## src/include/psps_defs.vh

```
// Constants for the supply-on request previous state sampler.
`ifndef PSPS_DEFS_VH
`define PSPS_DEFS_VH

// Register indexes; the byte address is four times the index.
`define PSPS_SEL_IDX        10'h053
`define PSPS_STAT_IDX       10'h070

// Select register layout and reset value.
`define PSPS_SEL_RESET      4'h0
`define PSPS_SEL_CODE_MSB   2
`define PSPS_SEL_RSVD_BIT   3

// Status register layout.
`define PSPS_STAT_STBY_BIT  8
`define PSPS_STAT_MAIN_BIT  9
`define PSPS_STAT_PREV_BIT  10
`define PSPS_STAT_FAIL_BIT  11

// Sampling period.
`define PSPS_HALF_SEC_MS    500
`define PSPS_CLK_MHZ        250
`define PSPS_HALF_SEC_CYC   (`PSPS_HALF_SEC_MS * 1000 * `PSPS_CLK_MHZ)

// History depth.
`define PSPS_HIST_DEPTH     8

// Bus responses.
`define PSPS_RESP_OKAY      2'h0
`define PSPS_RESP_SLVERR    2'h2

`endif

```

## src/hdl/psps_tick.v

```verilog
// Half-second sampling tick generator for the previous state sampler.
`timescale 1ns/1ps
module psps_tick #(
  parameter CYCLES = 125000000,
  parameter CNT_W  = 27
) (
  // Clock and reset
  input  wire aclk,
  input  wire aresetn,
  // Control and tick
  input  wire run,
  output reg  tick
);

  reg [CNT_W-1:0] count;

  // The count restarts whenever run drops, so the first capture after the rails
  // come up lands one full period later rather than at a stale phase.
  always @(posedge aclk) begin
    if (!aresetn) begin
      count <= {CNT_W{1'b0}};
      tick  <= 1'b0;
    end else if (!run) begin
      count <= {CNT_W{1'b0}};
      tick  <= 1'b0;
    end else if (count == CYCLES[CNT_W-1:0] - 1'b1) begin
      count <= {CNT_W{1'b0}};
      tick  <= 1'b1;
    end else begin
      count <= count + 1'b1;
      tick  <= 1'b0;
    end
  end

endmodule // psps_tick

```

## src/hdl/psps_hist_sel.v

```verilog
// History entry selector: picks the capture named by the select code.
`timescale 1ns/1ps
module psps_hist_sel #(
  parameter DEPTH = 8,
  parameter SEL_W = 3
) (
  // History and code
  input  wire [DEPTH-1:0] history,
  input  wire [SEL_W-1:0] code,
  // Selected entry
  output wire             entry
);

  // Entry 0 is the newest capture, entry DEPTH-1 the oldest.
  assign entry = history[code];

endmodule // psps_hist_sel

```

## src/hdl/psps_sampler.v

```verilog
// Supply-on request previous state sampler with AXI4-Lite register access.
`timescale 1ns/1ps
`include "psps_defs.vh"
module psps_sampler #(
  parameter HALF_SEC_CYCLES = `PSPS_HALF_SEC_CYC,
  parameter ADDR_W          = 12
) (
  // Clock and reset
  input  wire              aclk,
  input  wire              aresetn,
  // AXI4-Lite write address
  input  wire [ADDR_W-1:0] s_axi_awaddr,
  input  wire [2:0]        s_axi_awprot,
  input  wire              s_axi_awvalid,
  output reg               s_axi_awready,
  // AXI4-Lite write data
  input  wire [31:0]       s_axi_wdata,
  input  wire [3:0]        s_axi_wstrb,
  input  wire              s_axi_wvalid,
  output reg               s_axi_wready,
  // AXI4-Lite write response
  output reg  [1:0]        s_axi_bresp,
  output reg               s_axi_bvalid,
  input  wire              s_axi_bready,
  // AXI4-Lite read address
  input  wire [ADDR_W-1:0] s_axi_araddr,
  input  wire [2:0]        s_axi_arprot,
  input  wire              s_axi_arvalid,
  output reg               s_axi_arready,
  // AXI4-Lite read data
  output reg  [31:0]       s_axi_rdata,
  output reg  [1:0]        s_axi_rresp,
  output reg               s_axi_rvalid,
  input  wire              s_axi_rready,
  // Supply pin and rail monitors
  input  wire              supply_on_request_pin,
  input  wire              standby_rail_ok,
  input  wire              main_rail_ok,
  // Power-failure recovery interface
  output reg               prev_state,
  output reg               prev_state_valid
);

  localparam DEPTH = `PSPS_HIST_DEPTH;
  localparam SEL_W = `PSPS_SEL_CODE_MSB + 1;

  // Select register (bits 3:0 stored, 7:4 read zero).
  reg  [3:0]        sel_reg;
  // Capture history, entry 0 newest.
  reg  [DEPTH-1:0]  history;
  // Rail state seen last cycle, for edge detection.
  reg               stby_prev;
  // Sticky failure flag, cleared by writing one from software.
  reg               fail_seen;
  // Captured previous state, held across the outage.
  reg               frozen_state;

  // Write channel holding registers.
  reg               aw_held;
  reg  [ADDR_W-1:0] aw_addr;
  reg               w_held;
  reg  [31:0]       w_data;
  reg  [3:0]        w_strb;

  wire              rails_up;
  wire              tick;
  wire              sel_entry;
  wire              fail_event;
  wire              return_event;
  wire              do_write;
  wire              wr_sel_hit;
  wire              wr_stat_hit;
  wire              rd_sel_hit;
  wire              rd_stat_hit;
  wire [31:0]       stat_word;
  wire              fail_clear;

  assign rails_up     = standby_rail_ok & main_rail_ok;
  assign fail_event   = stby_prev & ~standby_rail_ok;
  assign return_event = ~stby_prev & standby_rail_ok;

  psps_tick #(
    .CYCLES (HALF_SEC_CYCLES),
    .CNT_W  (32)
  ) u_tick (
    .aclk    (aclk),
    .aresetn (aresetn),
    .run     (rails_up),
    .tick    (tick)
  );

  psps_hist_sel #(
    .DEPTH (DEPTH),
    .SEL_W (SEL_W)
  ) u_sel (
    .history (history),
    .code    (sel_reg[`PSPS_SEL_CODE_MSB:0]),
    .entry   (sel_entry)
  );

  // History shifts only on a tick, and the tick only runs with both rails up,
  // so a collapsing rail leaves the last eight captures untouched.
  always @(posedge aclk) begin
    if (!aresetn) begin
      history <= {DEPTH{1'b0}};
    end else if (tick && rails_up) begin
      history <= {history[DEPTH-2:0], supply_on_request_pin};
    end
  end

  // Failure and recovery tracking.
  always @(posedge aclk) begin
    if (!aresetn) begin
      stby_prev        <= 1'b0;
      frozen_state     <= 1'b0;
      prev_state       <= 1'b0;
      prev_state_valid <= 1'b0;
      fail_seen        <= 1'b0;
    end else begin
      stby_prev <= standby_rail_ok;
      if (fail_event) begin
        frozen_state     <= sel_entry;
        prev_state_valid <= 1'b0;
      end else if (return_event) begin
        prev_state       <= frozen_state;
        prev_state_valid <= fail_seen | 1'b0;
      end
      // A new failure in the same cycle as a software clear is kept.
      if (fail_event) begin
        fail_seen <= 1'b1;
      end else if (fail_clear) begin
        fail_seen <= 1'b0;
      end
    end
  end

  // Write path: address and data are taken in either order, then committed.
  assign do_write    = aw_held & w_held & ~s_axi_bvalid;
  assign wr_sel_hit  = (aw_addr[ADDR_W-1:2] == `PSPS_SEL_IDX);
  assign wr_stat_hit = (aw_addr[ADDR_W-1:2] == `PSPS_STAT_IDX);
  assign fail_clear  = do_write & wr_stat_hit & w_strb[1] & w_data[`PSPS_STAT_FAIL_BIT];

  always @(posedge aclk) begin
    if (!aresetn) begin
      aw_held       <= 1'b0;
      aw_addr       <= {ADDR_W{1'b0}};
      w_held        <= 1'b0;
      w_data        <= 32'h00000000;
      w_strb        <= 4'h0;
      s_axi_awready <= 1'b0;
      s_axi_wready  <= 1'b0;
      s_axi_bvalid  <= 1'b0;
      s_axi_bresp   <= `PSPS_RESP_OKAY;
      sel_reg       <= `PSPS_SEL_RESET;
    end else begin
      if (s_axi_awvalid && s_axi_awready) begin
        aw_held       <= 1'b1;
        aw_addr       <= s_axi_awaddr;
        s_axi_awready <= 1'b0;
      end else if (!aw_held) begin
        s_axi_awready <= 1'b1;
      end
      if (s_axi_wvalid && s_axi_wready) begin
        w_held       <= 1'b1;
        w_data       <= s_axi_wdata;
        w_strb       <= s_axi_wstrb;
        s_axi_wready <= 1'b0;
      end else if (!w_held) begin
        s_axi_wready <= 1'b1;
      end
      if (do_write) begin
        aw_held      <= 1'b0;
        w_held       <= 1'b0;
        s_axi_bvalid <= 1'b1;
        if (wr_sel_hit) begin
          // Bit 3 is stored as written; software is expected to keep it zero.
          if (w_strb[0]) begin
            sel_reg <= w_data[3:0];
          end
          s_axi_bresp <= `PSPS_RESP_OKAY;
        end else if (wr_stat_hit) begin
          s_axi_bresp <= `PSPS_RESP_OKAY;
        end else begin
          s_axi_bresp <= `PSPS_RESP_SLVERR;
        end
      end else if (s_axi_bvalid && s_axi_bready) begin
        s_axi_bvalid <= 1'b0;
      end
    end
  end

  // Read path.
  assign rd_sel_hit  = (s_axi_araddr[ADDR_W-1:2] == `PSPS_SEL_IDX);
  assign rd_stat_hit = (s_axi_araddr[ADDR_W-1:2] == `PSPS_STAT_IDX);
  assign stat_word   = {20'h00000, fail_seen, frozen_state, main_rail_ok,
                        standby_rail_ok, history};

  always @(posedge aclk) begin
    if (!aresetn) begin
      s_axi_arready <= 1'b0;
      s_axi_rvalid  <= 1'b0;
      s_axi_rdata   <= 32'h00000000;
      s_axi_rresp   <= `PSPS_RESP_OKAY;
    end else begin
      if (s_axi_arvalid && s_axi_arready) begin
        s_axi_arready <= 1'b0;
        s_axi_rvalid  <= 1'b1;
        if (rd_sel_hit) begin
          s_axi_rdata <= {28'h0000000, sel_reg};
          s_axi_rresp <= `PSPS_RESP_OKAY;
        end else if (rd_stat_hit) begin
          s_axi_rdata <= stat_word;
          s_axi_rresp <= `PSPS_RESP_OKAY;
        end else begin
          s_axi_rdata <= 32'h00000000;
          s_axi_rresp <= `PSPS_RESP_SLVERR;
        end
      end else if (s_axi_rvalid && s_axi_rready) begin
        s_axi_rvalid  <= 1'b0;
        s_axi_arready <= 1'b1;
      end else if (!s_axi_rvalid) begin
        s_axi_arready <= 1'b1;
      end
    end
  end

endmodule // psps_sampler

```

## config.mk

```make
export PLATFORM = sky130hd
export DESIGN_NAME = psps_sampler
export DESIGN_NICKNAME = d
export VERILOG_FILES = /design/src/hdl/psps_tick.v /design/src/hdl/psps_hist_sel.v /design/src/hdl/psps_sampler.v
export VERILOG_INCLUDE_DIRS = /design/src /design/src/include
export SDC_FILE = /design/constraint.sdc
export NUM_CORES = 1
export LEC_CHECK = 0
export ABC_AREA = 1
export BUFFER_PORTS_ARGS = -buffer_cell sky130_fd_sc_hd__buf_2
export CAP_MARGIN = 20
export CELL_PAD_IN_SITES_DETAIL_PLACEMENT = 1
export CELL_PAD_IN_SITES_GLOBAL_PLACEMENT = 2
export CORE_MARGIN = 3
export CORE_UTILIZATION = 29
export CTS_BUF_LIST = sky130_fd_sc_hd__clkbuf_4 sky130_fd_sc_hd__clkbuf_8
export DETAILED_ROUTE_END_ITERATION = 8
export PLACE_DENSITY_LB_ADDON = 0.2
export SLEW_MARGIN = 20
export SYNTH_ARGS = -nofsm -noshare
export SYNTH_HDL_FRONTEND = slang
export SYNTH_HIERARCHICAL = 1
export SYNTH_SLANG_ARGS = --single-unit
export TNS_END_PERCENT = 30
```

## constraint.sdc

```tcl
create_clock -name aclk -period 1.86 [get_ports aclk]
set_clock_uncertainty 0.1 [all_clocks]
set_input_delay 0.372 -clock aclk [delete_from_list [all_inputs] [get_ports aclk]]
set_output_delay 0.372 -clock aclk [all_outputs]
set_load 0.005 [all_outputs]
```

# ---- Yosys cells after proc, flatten, opt, wreduce, memory -nomap -nowiden
# Cells that the tools add are included.
dict set report word_totals {
  register_bits 119
  inputBits 76
  out_inout_bits 43
  word_cells 79
}
dict set report classes {
  addsub 1
  magnitude_cmp 1
  n_eq_ne 6
  n_mux 17
  bitwise 14
  reduce_logical 18
}
# cell n
set op_table {}
lappend op_table {{equality test 10 x 7 -> 1 bit (second input constant)} 4}
lappend op_table {{adder 32 x 1 -> 32 bit (second input constant)} 1}
lappend op_table {{equality test 32 x 27 -> 1 bit (second input constant)} 1}
lappend op_table {{2-to-1 mux 12 bit} 2}
lappend op_table {{2-to-1 mux 1 bit} 10}
lappend op_table {{OR reduction 2 bit} 5}
lappend op_table {{AND 1 bit} 8}
lappend op_table {{2-to-1 mux 2 bit} 4}
lappend op_table {{logical AND 1 bit} 6}
lappend op_table {{NOT 1 bit} 6}
lappend op_table {{nonzero test 2 bit} 3}
lappend op_table {{less-than comparator 3 x 4 -> 1 bit (second input constant)} 1}
lappend op_table {{AND reduction 2 bit} 2}
lappend op_table {{binary-select mux 1 bit (select 3 bit)} 1}
lappend op_table {{AND reduction 3 bit} 1}
lappend op_table {{OR reduction 3 bit} 1}
lappend op_table {{!= test 2 x 1 -> 1 bit (second input constant)} 1}

# ---- Longest topological paths before layout
# Gate-level depths: netlist of the first run.
dict set report depth {
  ltp_word 7
  depth_mapped 9
  depth_no_buf 9
}

# ---- Cells and area by module
# The synthesis of the first run kept the hierarchy.
# mod instances cells_per_inst area_per_inst_um2 seq_area_each_um2
set by_module_without_submodules {}
lappend by_module_without_submodules {psps_sampler 1 322 2403.6 1101.1}
lappend by_module_without_submodules {psps_tick 1 290 1819.2 660.6}
lappend by_module_without_submodules {psps_hist_sel 1 28 110.1 0.0}

# ---- Least setup slack after synthesis of the first run
# OpenSTA, ideal clock, no wires.
dict set report synth_timing {
  kind {register -> register}
  from {reg u_tick.count[0]}
  to {reg u_tick.count[16]}
  t_arrival_ns 1.253
  required_time_ns 1.645
  slack_ns 0.392
  stages_incl_launch_ff 10
  path_buffers 1
  period_less_slack_ns 1.468
  path_cell_list {dfxtp_1 -> ha_1 -> nand2_1 -> nor2_4 -> nand3_1 -> nor2_1 -> nand2_1 -> nand2_2 -> buf_6 -> nor2_1}
}
dict set report synth_via {
  elab_chain_cells 2
}
# element line
set synth_lines {}
lappend synth_lines {{start, declared} psps_tick.v:15} ;# reg [CNT_W-1:0] count;
lappend synth_lines {{start signal, assigned} psps_tick.v:21} ;# count <= {CNT_W{1'b0}};
lappend synth_lines {{start signal, assigned} psps_tick.v:24} ;# count <= {CNT_W{1'b0}};
lappend synth_lines {{start signal, assigned} psps_tick.v:27} ;# count <= {CNT_W{1'b0}};
lappend synth_lines {{parallel branches: the longest is 2 deep, another holds adder 32 x 1 -> 32 bit} n/a}
# Parallel ways; which one is timed is not known.
# A chain may end at the register's enable or synchronous reset.

# ---- Worst setup path after layout of the first run
dict set report layout_timing {
  from {reg u_tick.count[0]}
  to {reg u_tick.count[14]}
}
# Same word-level chain as after synthesis.

==> results_dict.tcl, run 1 <==
set metrics [dict create \
    final-setup-viol-count 0 \
    r2r_start "u_tick/count[0]" \
    power.total_mw 3.62 \
    multiInputGateArea_mm2 0.00214 \
    r2r_slack_ns 0.20 \
    grt_pass1_wl_um 18700 \
    antenna_left 0 \
    io_buffers 57 \
    grt_max_degree 30 \
    netlist_area_mm2 0.00433 \
    syn_inst 640 \
    grt_pass1_vias 3868 \
    fp.dieH_um 128 \
    path_buf_inv 1 \
    leakagePower_nw 2.01 \
    criticalPathCategory "register to register" \
    rr_endpoint "u_tick/count[14]" \
    post-cts-setup-buffer-count 0 \
    root_buffer "clkbuf_8" \
    cts.repair.resized 0 \
    yosysTopAreaCell "dfxtp_1" \
    netlist.area_leader.share 0.407 \
    yosysMostFrequentCell "nand2_1" \
    synth_edf_count 0 \
    post-dp-hpwl_um 8700 \
    combPwrFrac 0.075 \
    synthFlopType "dfxtp_1" \
    die_width_um 128 \
    grt_busiest_layer "met2" \
    antenna_found_initial 0 \
    min_path_type "input port to register" \
    rsz0062_at_grt "false" \
    final_util 0.339 \
    largest_register_ffs 32 \
    synthDistinctLibCells 34 \
    hold_depth 3 \
    min_from "s_axi_awaddr[5]" \
    totalWireLength_um 11300 \
    grt.overflow.total 0 \
    nFillCells 1901 \
    synth.avg_cell_area_um2 6.77 \
    dr_total_vias 3935 \
    swShare 0.266 \
    viasPerCell 4.42 \
    whs_endpoint "aw_addr[5]" \
    cts_buffers 9 \
    power.clock.fraction 0.382 \
    cts_buffer_depth 2 \
    path_clk_slew_ns 0.09 \
    use_met3 0.0300 \
    hold_viol 0 \
    critPathTopFamily "simple AND/OR/NAND/NOR gates" \
    grt_use_met1 0.189 \
    report.final.slew_viol_count 0 \
    cp-end-kind "register" \
    fin_setup_tns_ns 0 \
    reg.largest.list "u_tick/count: 32 flops, s_axi_rdata: 12 flops, aw_addr: 10 flops" \
    fin_ws_ns 0.197 \
    diodes 0 \
    holdBufCountCts 0 \
    num_io_pins 119 \
    wl_per_cell_um 12.7 \
    max_stage_delay_ns 0.36 \
    synth.top_cells.by_count "nand2_1, nor2_1, dfxtp_1" \
    clk-insertion-delay-late_ns 0.39 \
    dr.pass1.iters 4 \
    ys_top_cells_by_area "dfxtp_1, nand2_1, nor2_1" \
    start_util 0.297 \
    synth_seq_area_share 0.407 \
    ff2ff_path_depth 9 \
    drc 0 \
    max_freq_ghz 0.601 \
    crit_path_top_delay_cell "dfxtp_1" \
    p_switching_uw 963 \
    internal_power_mw 2.66 \
    drive_gt1_frac 0.164 \
    stdcell_area_mm2 0.00495 \
    row_count 44 \
    h-tree-depth 3 \
    p_per_area_mw_per_mm2 732 \
    areaGrowthSynthToFinish_pct 14.2 \
    use_met2 0.224 \
    drt_iter0_drc 132 \
    status "finished, final reports clean" \
    regMostFlops "u_tick/count" \
    p_seq_frac 0.542 \
    core_area_mm2 0.0146 \
    vdd_ir_drop_max_v 0.000337 \
    track_usage 0.142 \
    layout.nets 779 \
    worst-path-max-fanout 19 \
    gp_congestion 0.804 \
    period_share 0.894 \
    dieArea_mm2 0.0164 \
    arrival_ns 1.84 \
    preCtsSetupSlack_ns 0.177 \
    async_flop_share 0 \
    crit_chain "ha_1 -> nand2_1 -> nor2_4 -> nand3_1 -> nor2_1 -> nand2_1 -> nand2_2 -> buf_12 -> nor2_1" \
    clock-sinks 88 \
    final-seq-area_mm2 0.00176 \
    synth-seq-cells 88 \
    dpl_cell_area_mm2 0.00476 \
    max-cap-violations 0 \
    start_kind "register" \
    critPathRequiredTime_ns 2.04 \
    cts_tree "done" \
    yosys_warnings 6 \
    min_period_ns 1.66 \
]
==> worst max path at each step <==
stage,startpoint,endpoint,slack [ns],cells after the start
2_1_floorplan,u_tick/count[0],u_tick/count[16],0.39,9
3_3_place_gp,u_tick/count[0],u_tick/count[25],0.19,9
3_5_place_dp,u_tick/count[0],u_tick/count[15],0.18,9
4_1_cts,u_tick/count[0],u_tick/count[15],0.16,9
5_1_grt,u_tick/count[0],u_tick/count[9],0.04,9
6_report,u_tick/count[0],u_tick/count[14],0.20,9
==> cell usage in the layout, fill, tap and decap left out, types with 3 or more instances in the layout <==
master,synthesis,routed
conb_1,1,22
nand3_1,29,29
nand4_1,11,11
nand2_1,188,188
clkbuf_8,0,9
nand3b_1,5,5
o21ai_0,6,6
buf_4,22,3
xnor2_1,5,5
nor2_2,6,6
o21ai_1,20,20
xor2_1,6,6
a21oi_1,32,32
nor2_1,109,109
nor2_4,9,9
dfxtp_1,88,88
buf_2,6,57
inv_2,12,12
nand2_2,5,5
inv_1,60,60
==> layout make-up <==
| type | count | share of cell area |
|---|---|---|
| Clock buffer | 9 | 0.0250 |
| Clock inverter | 6 | 0.0137 |
| Inverter | 73 | 0.0556 |
| Multi-Input combinational cell | 468 | 0.433 |
| Sequential cell | 88 | 0.356 |
| Tap cell | 184 | 0.0465 |
| Timing Repair Buffer | 62 | 0.0703 |
==> per-layer routing <==
metal  share of wire  up-vias
met2            0.45       62
met1            0.49     1803
met3           0.043       13
met4           0.018        0
met5               0        -
li1                -     2057
==> kinds of logic after synthesis <==
kind of cell               after synthesis  synth area share
and+or+nand+nor                        373             0.378
xor gates and xnor gates                11            0.0222
DFF                                     88             0.407
other                                    1          0.000865
buffers and inverters                  105             0.117
adders and majority gates                1           0.00289
AOI/OAI and AO/OA                       61            0.0722
==> tightest hold or removal path, cell delays in order <==
cell     delay [ns]
buf_2          0.07
o21ai_1        0.05
nor2_1         0.07
==> metrics by stage <==
step	cells	hold slack, ns
3_3_place_gp	875	0.331
4_1_cts	890	0.107
6_report	890	0.125
3_5_place_dp	875	0.340
2_1_floorplan	661	0.317
5_1_grt	890	0.127
==> power by group through the flow <==
stage                     registers (mW)  logic, mW  clock network (mW)
after detailed placement            2.01      0.278                   0
final                               1.96      0.273                1.38
after global placement              2.01      0.270                   0
after CTS                           1.97      0.279                1.45
after global routing                1.97      0.315                1.51
after floorplan                     2.01      0.204                   0
Power figures use the tool's default switching activity.
==> inputs of run 2 (changes only) <==
--- a/config.mk
+++ b/config.mk
@@ -15,8 +15,8 @@
 export CORE_UTILIZATION = 29
 export CTS_BUF_LIST = sky130_fd_sc_hd__clkbuf_4 sky130_fd_sc_hd__clkbuf_8
 export DETAILED_ROUTE_END_ITERATION = 8
+export MAX_ROUTING_LAYER = met4
 export PLACE_DENSITY_LB_ADDON = 0.2
-export SLEW_MARGIN = 20
 export SYNTH_ARGS = -nofsm -noshare
 export SYNTH_HDL_FRONTEND = slang
 export SYNTH_HIERARCHICAL = 1
==> run 2 against run 1 <==
  * Non-clock buffer count is the same
  * Total power is essentially flat
  * Wire length is essentially flat
  * Critical path depth is the same
  * Final area is the same
  * Via count grew 0.46%
  * Clock-buffer cell count is the same
  * Sequential power is essentially flat
  * Core utilization is the same
  * Flip-flop and latch count is the same
  * First-iteration DRC count grew 7.6%
  * Clock power is essentially flat
==> results_dict.tcl, run 2 (synthesis gave the netlist of run 1 again) <==
set metrics [dict create \
    start_kind "register" \
    track_usage 0.146 \
    hold_depth 3 \
    largest_register_ffs 32 \
    drc 0 \
    core_area_mm2 0.0146 \
    r2r_start "u_tick/count[0]" \
    crit_chain "ha_1 -> nand2_1 -> nor2_4 -> nand3_1 -> nor2_1 -> nand2_1 -> nand2_2 -> buf_12 -> nor2_1" \
    gp_congestion 0.816 \
    ff2ff_path_depth 9 \
    r2r_slack_ns 0.20 \
    totalWireLength_um 11300 \
    rr_endpoint "u_tick/count[25]" \
    fin_ws_ns 0.195 \
    max-cap-violations 0 \
    rsz0062_at_grt "false" \
    grt_pass1_vias 3869 \
    viasPerCell 4.44 \
    leakagePower_nw 2.01 \
    clock-sinks 88 \
    io_buffers 57 \
    use_met2 0.224 \
    dr_total_vias 3953 \
    cts.repair.resized 0 \
    h-tree-depth 3 \
    critPathRequiredTime_ns 2.04 \
    fp.dieH_um 128 \
    vdd_ir_drop_max_v 0.000337 \
    post-cts-setup-buffer-count 0 \
    post-dp-hpwl_um 8700 \
    min_path_type "input port to register" \
    path_buf_inv 1 \
    min_from "s_axi_awaddr[5]" \
    cp-end-kind "register" \
    wl_per_cell_um 12.7 \
    row_count 44 \
    report.final.slew_viol_count 0 \
    holdBufCountCts 0 \
    whs_endpoint "aw_addr[5]" \
    p_per_area_mw_per_mm2 732 \
    final_cell_mix "nand2_1, nor2_1, dfxtp_1" \
    use_met3 0.0296 \
    antenna_found_initial 0 \
    grt_pass1_wl_um 18700 \
    min_period_ns 1.66 \
    critPathTopFamily "simple AND/OR/NAND/NOR gates" \
    num_io_pins 119 \
    multiInputGateArea_mm2 0.00214 \
    drive_gt1_frac 0.164 \
    cts_tree "done" \
    root_buffer "clkbuf_8" \
    diodes 0 \
    clk-insertion-delay-late_ns 0.39 \
    grt_busiest_layer "met2" \
    areaGrowthSynthToFinish_pct 14.2 \
    period_share 0.895 \
    regMostFlops "u_tick/count" \
    cts_buffer_depth 2 \
    max_freq_ghz 0.601 \
    reg.largest.list "u_tick/count: 32 flops, s_axi_rdata: 12 flops, aw_addr: 10 flops" \
    arrival_ns 1.84 \
    antenna_left 0 \
    max_stage_delay_ns 0.36 \
    path_clk_slew_ns 0.09 \
    nFillCells 1901 \
    grt.overflow.total 0 \
    cts_buffers 9 \
    dieArea_mm2 0.0164 \
    worst-path-max-fanout 19 \
    layout.nets 779 \
    final-seq-area_mm2 0.00176 \
    grt_max_degree 30 \
    start_util 0.297 \
    drt_iter0_drc 142 \
    final_common_cell "nand2_1" \
    die_width_um 128 \
    status "finished, final reports clean" \
    criticalPathCategory "register to register" \
    dr.pass1.iters 4 \
    fin_setup_tns_ns 0 \
    crit_path_top_delay_cell "dfxtp_1" \
    grt_use_met1 0.189 \
    hold_viol 0 \
    preCtsSetupSlack_ns 0.177 \
    final-setup-viol-count 0 \
]
-- run 2: cell counts in the layout (fill, tap and decap cells not counted) --
Identical to the previous run, type by type.
-- run 2: metrics by stage --
step	cells	hold slack [ns]	cell area, µm²	power [mW]	util
finish	890	0.124	4950	3.62	0.339
global route	890	0.127	4950	3.80	0.339
CTS	890	0.107	4950	3.70	0.339
detailed placement	875	0.340	4760	2.29	0.326
global placement	875	0.331	4760	2.28	0.326
floorplan	661	0.317	4410	2.21	-
-- run 2: worst max-delay path by stage --
stage / start / end / cells past startpoint / slack (ns)
2_1_floorplan: u_tick/count[0] / u_tick/count[16] / 9 / 0.39
3_3_place_gp: u_tick/count[0] / u_tick/count[25] / 9 / 0.19
3_5_place_dp: u_tick/count[0] / u_tick/count[15] / 9 / 0.18
4_1_cts: u_tick/count[0] / u_tick/count[15] / 9 / 0.16
5_1_grt: u_tick/count[0] / u_tick/count[9] / 9 / 0.04
6_report: u_tick/count[0] / u_tick/count[25] / 9 / 0.20
-- run 2: cell type report --
| cell class | instances | share of cell area |
|---|---|---|
| Clock buffer | 9 | 0.0250 |
| Timing Repair Buffer | 62 | 0.0703 |
| Tap cell | 184 | 0.0465 |
| Multi-Input combinational cell | 468 | 0.433 |
| Clock inverter | 6 | 0.0137 |
| Sequential cell | 88 | 0.356 |
| Inverter | 73 | 0.0556 |
-- run 2: routing by layer --
| layer | part of all wire | wire [µm] | vias up |
|---|---|---|---|
| met5 | 0 | 0 | - |
| met4 | 0.018 | 203 | 0 |
| met3 | 0.043 | 488 | 13 |
| met2 | 0.45 | 5030 | 66 |
| met1 | 0.49 | 5550 | 1817 |
| li1 | - | - | 2057 |
-- run 2: tightest hold or removal path, stage by stage --
cell and delay [ns]:
buf_2 0.07, o21ai_1 0.05, nor2_1 0.07
-- run 2: power breakdown --
part | total [mW] | internal, mW | switching, mW
Combinational | 0.273 | 0.102 | 0.171
Sequential | 1.96 | 1.94 | 0.0290
Clock | 1.39 | 0.621 | 0.765
Total | 3.62 | 2.66 | 0.965
==> inputs of run 3 (changes only) <==
--- a/config.mk
+++ b/config.mk
@@ -8,9 +8,9 @@
 export LEC_CHECK = 0
 export ABC_AREA = 1
 export BUFFER_PORTS_ARGS = -buffer_cell sky130_fd_sc_hd__buf_2
-export CAP_MARGIN = 20
 export CELL_PAD_IN_SITES_DETAIL_PLACEMENT = 1
 export CELL_PAD_IN_SITES_GLOBAL_PLACEMENT = 2
+export CORE_ASPECT_RATIO = 0.6
 export CORE_MARGIN = 3
 export CORE_UTILIZATION = 29
 export CTS_BUF_LIST = sky130_fd_sc_hd__clkbuf_4 sky130_fd_sc_hd__clkbuf_8
==> run 3 against run 2 <==
  * First-iteration DRC count up 4.2%
  * Sequential share of layout area down 0.22 points
  * Clock power increased by 3%
  * Non-clock buffer count unchanged
  * Total power increased by 1.5%
  * Hold slack better by 0.0041 ns
  * Final cell count increased by 1.0%
  * Fmax decreased by 2.7%
  * Clock-buffer cell count unchanged
  * Core utilization grew 1.4 points
  * Critical endpoint is now u_tick/count[5]
==> results_dict.tcl, run 3 (synthesis gave the netlist of run 1 again) <==
set metrics [dict create \
    vdd_ir_drop_max_v 0.000291 \
    cts_tree "done" \
    start_kind "register" \
    arrival_ns 1.87 \
    cp-end-kind "register" \
    layout.nets 779 \
    fp.dieH_um 101 \
    p_switching_uw 989 \
    min_path_type "input port to register" \
    power.total_mw 3.68 \
    drive_gt1_frac 0.167 \
    rr_endpoint "u_tick/count[5]" \
    holdBufCountCts 0 \
    ff2ff_path_depth 9 \
    clock-sinks 88 \
    path_clk_slew_ns 0.11 \
    gp_congestion 0.812 \
    regMostFlops "u_tick/count" \
    internal_power_mw 2.69 \
    root_buffer "clkbuf_8" \
    reg.largest.list "u_tick/count: 32 flops, s_axi_rdata: 12 flops, aw_addr: 10 flops" \
    start_util 0.307 \
    num_io_pins 119 \
    grt_max_degree 33 \
    areaGrowthSynthToFinish_pct 15.0 \
    preCtsSetupSlack_ns 0.161 \
    r2r_slack_ns 0.15 \
    largest_register_ffs 32 \
    final_cell_mix "nand2_1, nor2_1, dfxtp_1" \
    startpoint "u_tick/count[0]" \
    dr_total_vias 3965 \
    hold_depth 3 \
    totalWireLength_um 12400 \
    diodes 0 \
    antenna_found_initial 0 \
    wl_per_cell_um 13.7 \
    clk-insertion-delay-late_ns 0.37 \
    dieArea_mm2 0.0165 \
    core_area_mm2 0.0141 \
    fin_ws_ns 0.150 \
    min_period_ns 1.71 \
    p_seq_frac 0.535 \
    swShare 0.269 \
    fin_cells 899 \
    final-setup-viol-count 0 \
    final_common_cell "nand2_1" \
    post-dp-hpwl_um 9550 \
    post-cts-setup-buffer-count 0 \
    report.final.slew_viol_count 0 \
    viasPerCell 4.41 \
    dr.pass1.iters 4 \
    whs_endpoint "w_strb[1]" \
    r2r_start "u_tick/count[0]" \
    min_from "s_axi_wstrb[1]" \
    max-cap-violations 0 \
    die_width_um 164 \
    nFillCells 1865 \
    max_freq_ghz 0.585 \
    grt_pass1_vias 3988 \
    track_usage 0.158 \
    rsz0062_at_grt "false" \
    numPlacedInstances 882 \
    antenna_left 0 \
    stdcell_area_mm2 0.00498 \
    leakagePower_nw 2.02 \
    status "finished, final reports clean" \
    combPwrFrac 0.077 \
    dpl_cell_area_mm2 0.00475 \
    grt.overflow.total 0 \
    drt_iter0_drc 148 \
    row_count 33 \
    h-tree-depth 3 \
    cts_buffers 9 \
    period_share 0.920 \
    hold_viol 0 \
    power.clock.fraction 0.389 \
    grt_pass1_wl_um 20000 \
    cts_buffer_depth 2 \
    fin_setup_tns_ns 0 \
    p_per_area_mw_per_mm2 739 \
    criticalPathCategory "register to register" \
    io_buffers 57 \
    worst-path-max-fanout 16 \
    critPathRequiredTime_ns 2.02 \
    drc 0 \
]
-- run 3: cell types whose count changed in the layout (fill, tap and decap cells not counted), sizes merged --
cell / delta
inv: +2
buf: -1
clkbuf: +1
clkinvlp: -1
-- run 3: what timing repair did --
item,4_1_cts,5_1_grt
gates resized for setup,0,1
setup endpoints to repair,0,1
endpoints found under the hold margin,0,0
-- run 3: worst max-delay path by stage --
stage,end,depth (start not counted),slack [ns]
after floorplan,u_tick/count[16],9,0.39
after CTS,u_tick/count[21],9,0.14
after global placement,u_tick/count[12],9,0.18
after global routing,u_tick/count[9],9,0.01
final,u_tick/count[5],9,0.15
after detailed placement,u_tick/count[21],9,0.16
-- run 3: final cells by class --
class / instances / area [µm²] / area share
Sequential cell: 88 / 1760 / 0.354
Tap cell: 192 / 240 / 0.0482
Timing Repair Buffer: 62 / 353 / 0.0708
Multi-Input combinational cell: 468 / 2140 / 0.430
Inverter: 73 / 275 / 0.0552
Clock inverter: 7 / 85.1 / 0.0171
Clock buffer: 9 / 124 / 0.0249
-- run 3: metal layers --
layer  up-vias  GRT usage  wire, µm
met2        76      0.218      4780
met4         0     0.0273        68
li1       2068          -         -
met1      1815      0.235      7010
met5         -          -         0
met3         6     0.0353       494
-- run 3: stage by stage --
stage | hold slack [ns] | util
2_1_floorplan | 0.317 | -
4_1_cts | 0.115 | 0.351
3_3_place_gp | 0.328 | 0.336
3_5_place_dp | 0.344 | 0.336
6_report | 0.128 | 0.353
5_1_grt | 0.129 | 0.353
-- run 3: power groups by stage --
stage / logic [mW] / clock network (mW) / registers, mW
CTS: 0.280 / 1.51 / 1.97
global route: 0.322 / 1.59 / 1.98
finish: 0.282 / 1.43 / 1.97
global placement: 0.271 / 0 / 2.01
floorplan: 0.204 / 0 / 2.01
detailed placement: 0.279 / 0 / 2.01
-- run 3: critical path, stage by stage (launching register included) --
cell	delay (ns)
dfxtp_2	0.35
ha_1	0.18
nand2_1	0.09
nor2_4	0.12
nand3_1	0.10
nor2_1	0.15
nand2_1	0.11
nand2_2	0.15
clkbuf_16	0.20
nor2_1	0.05
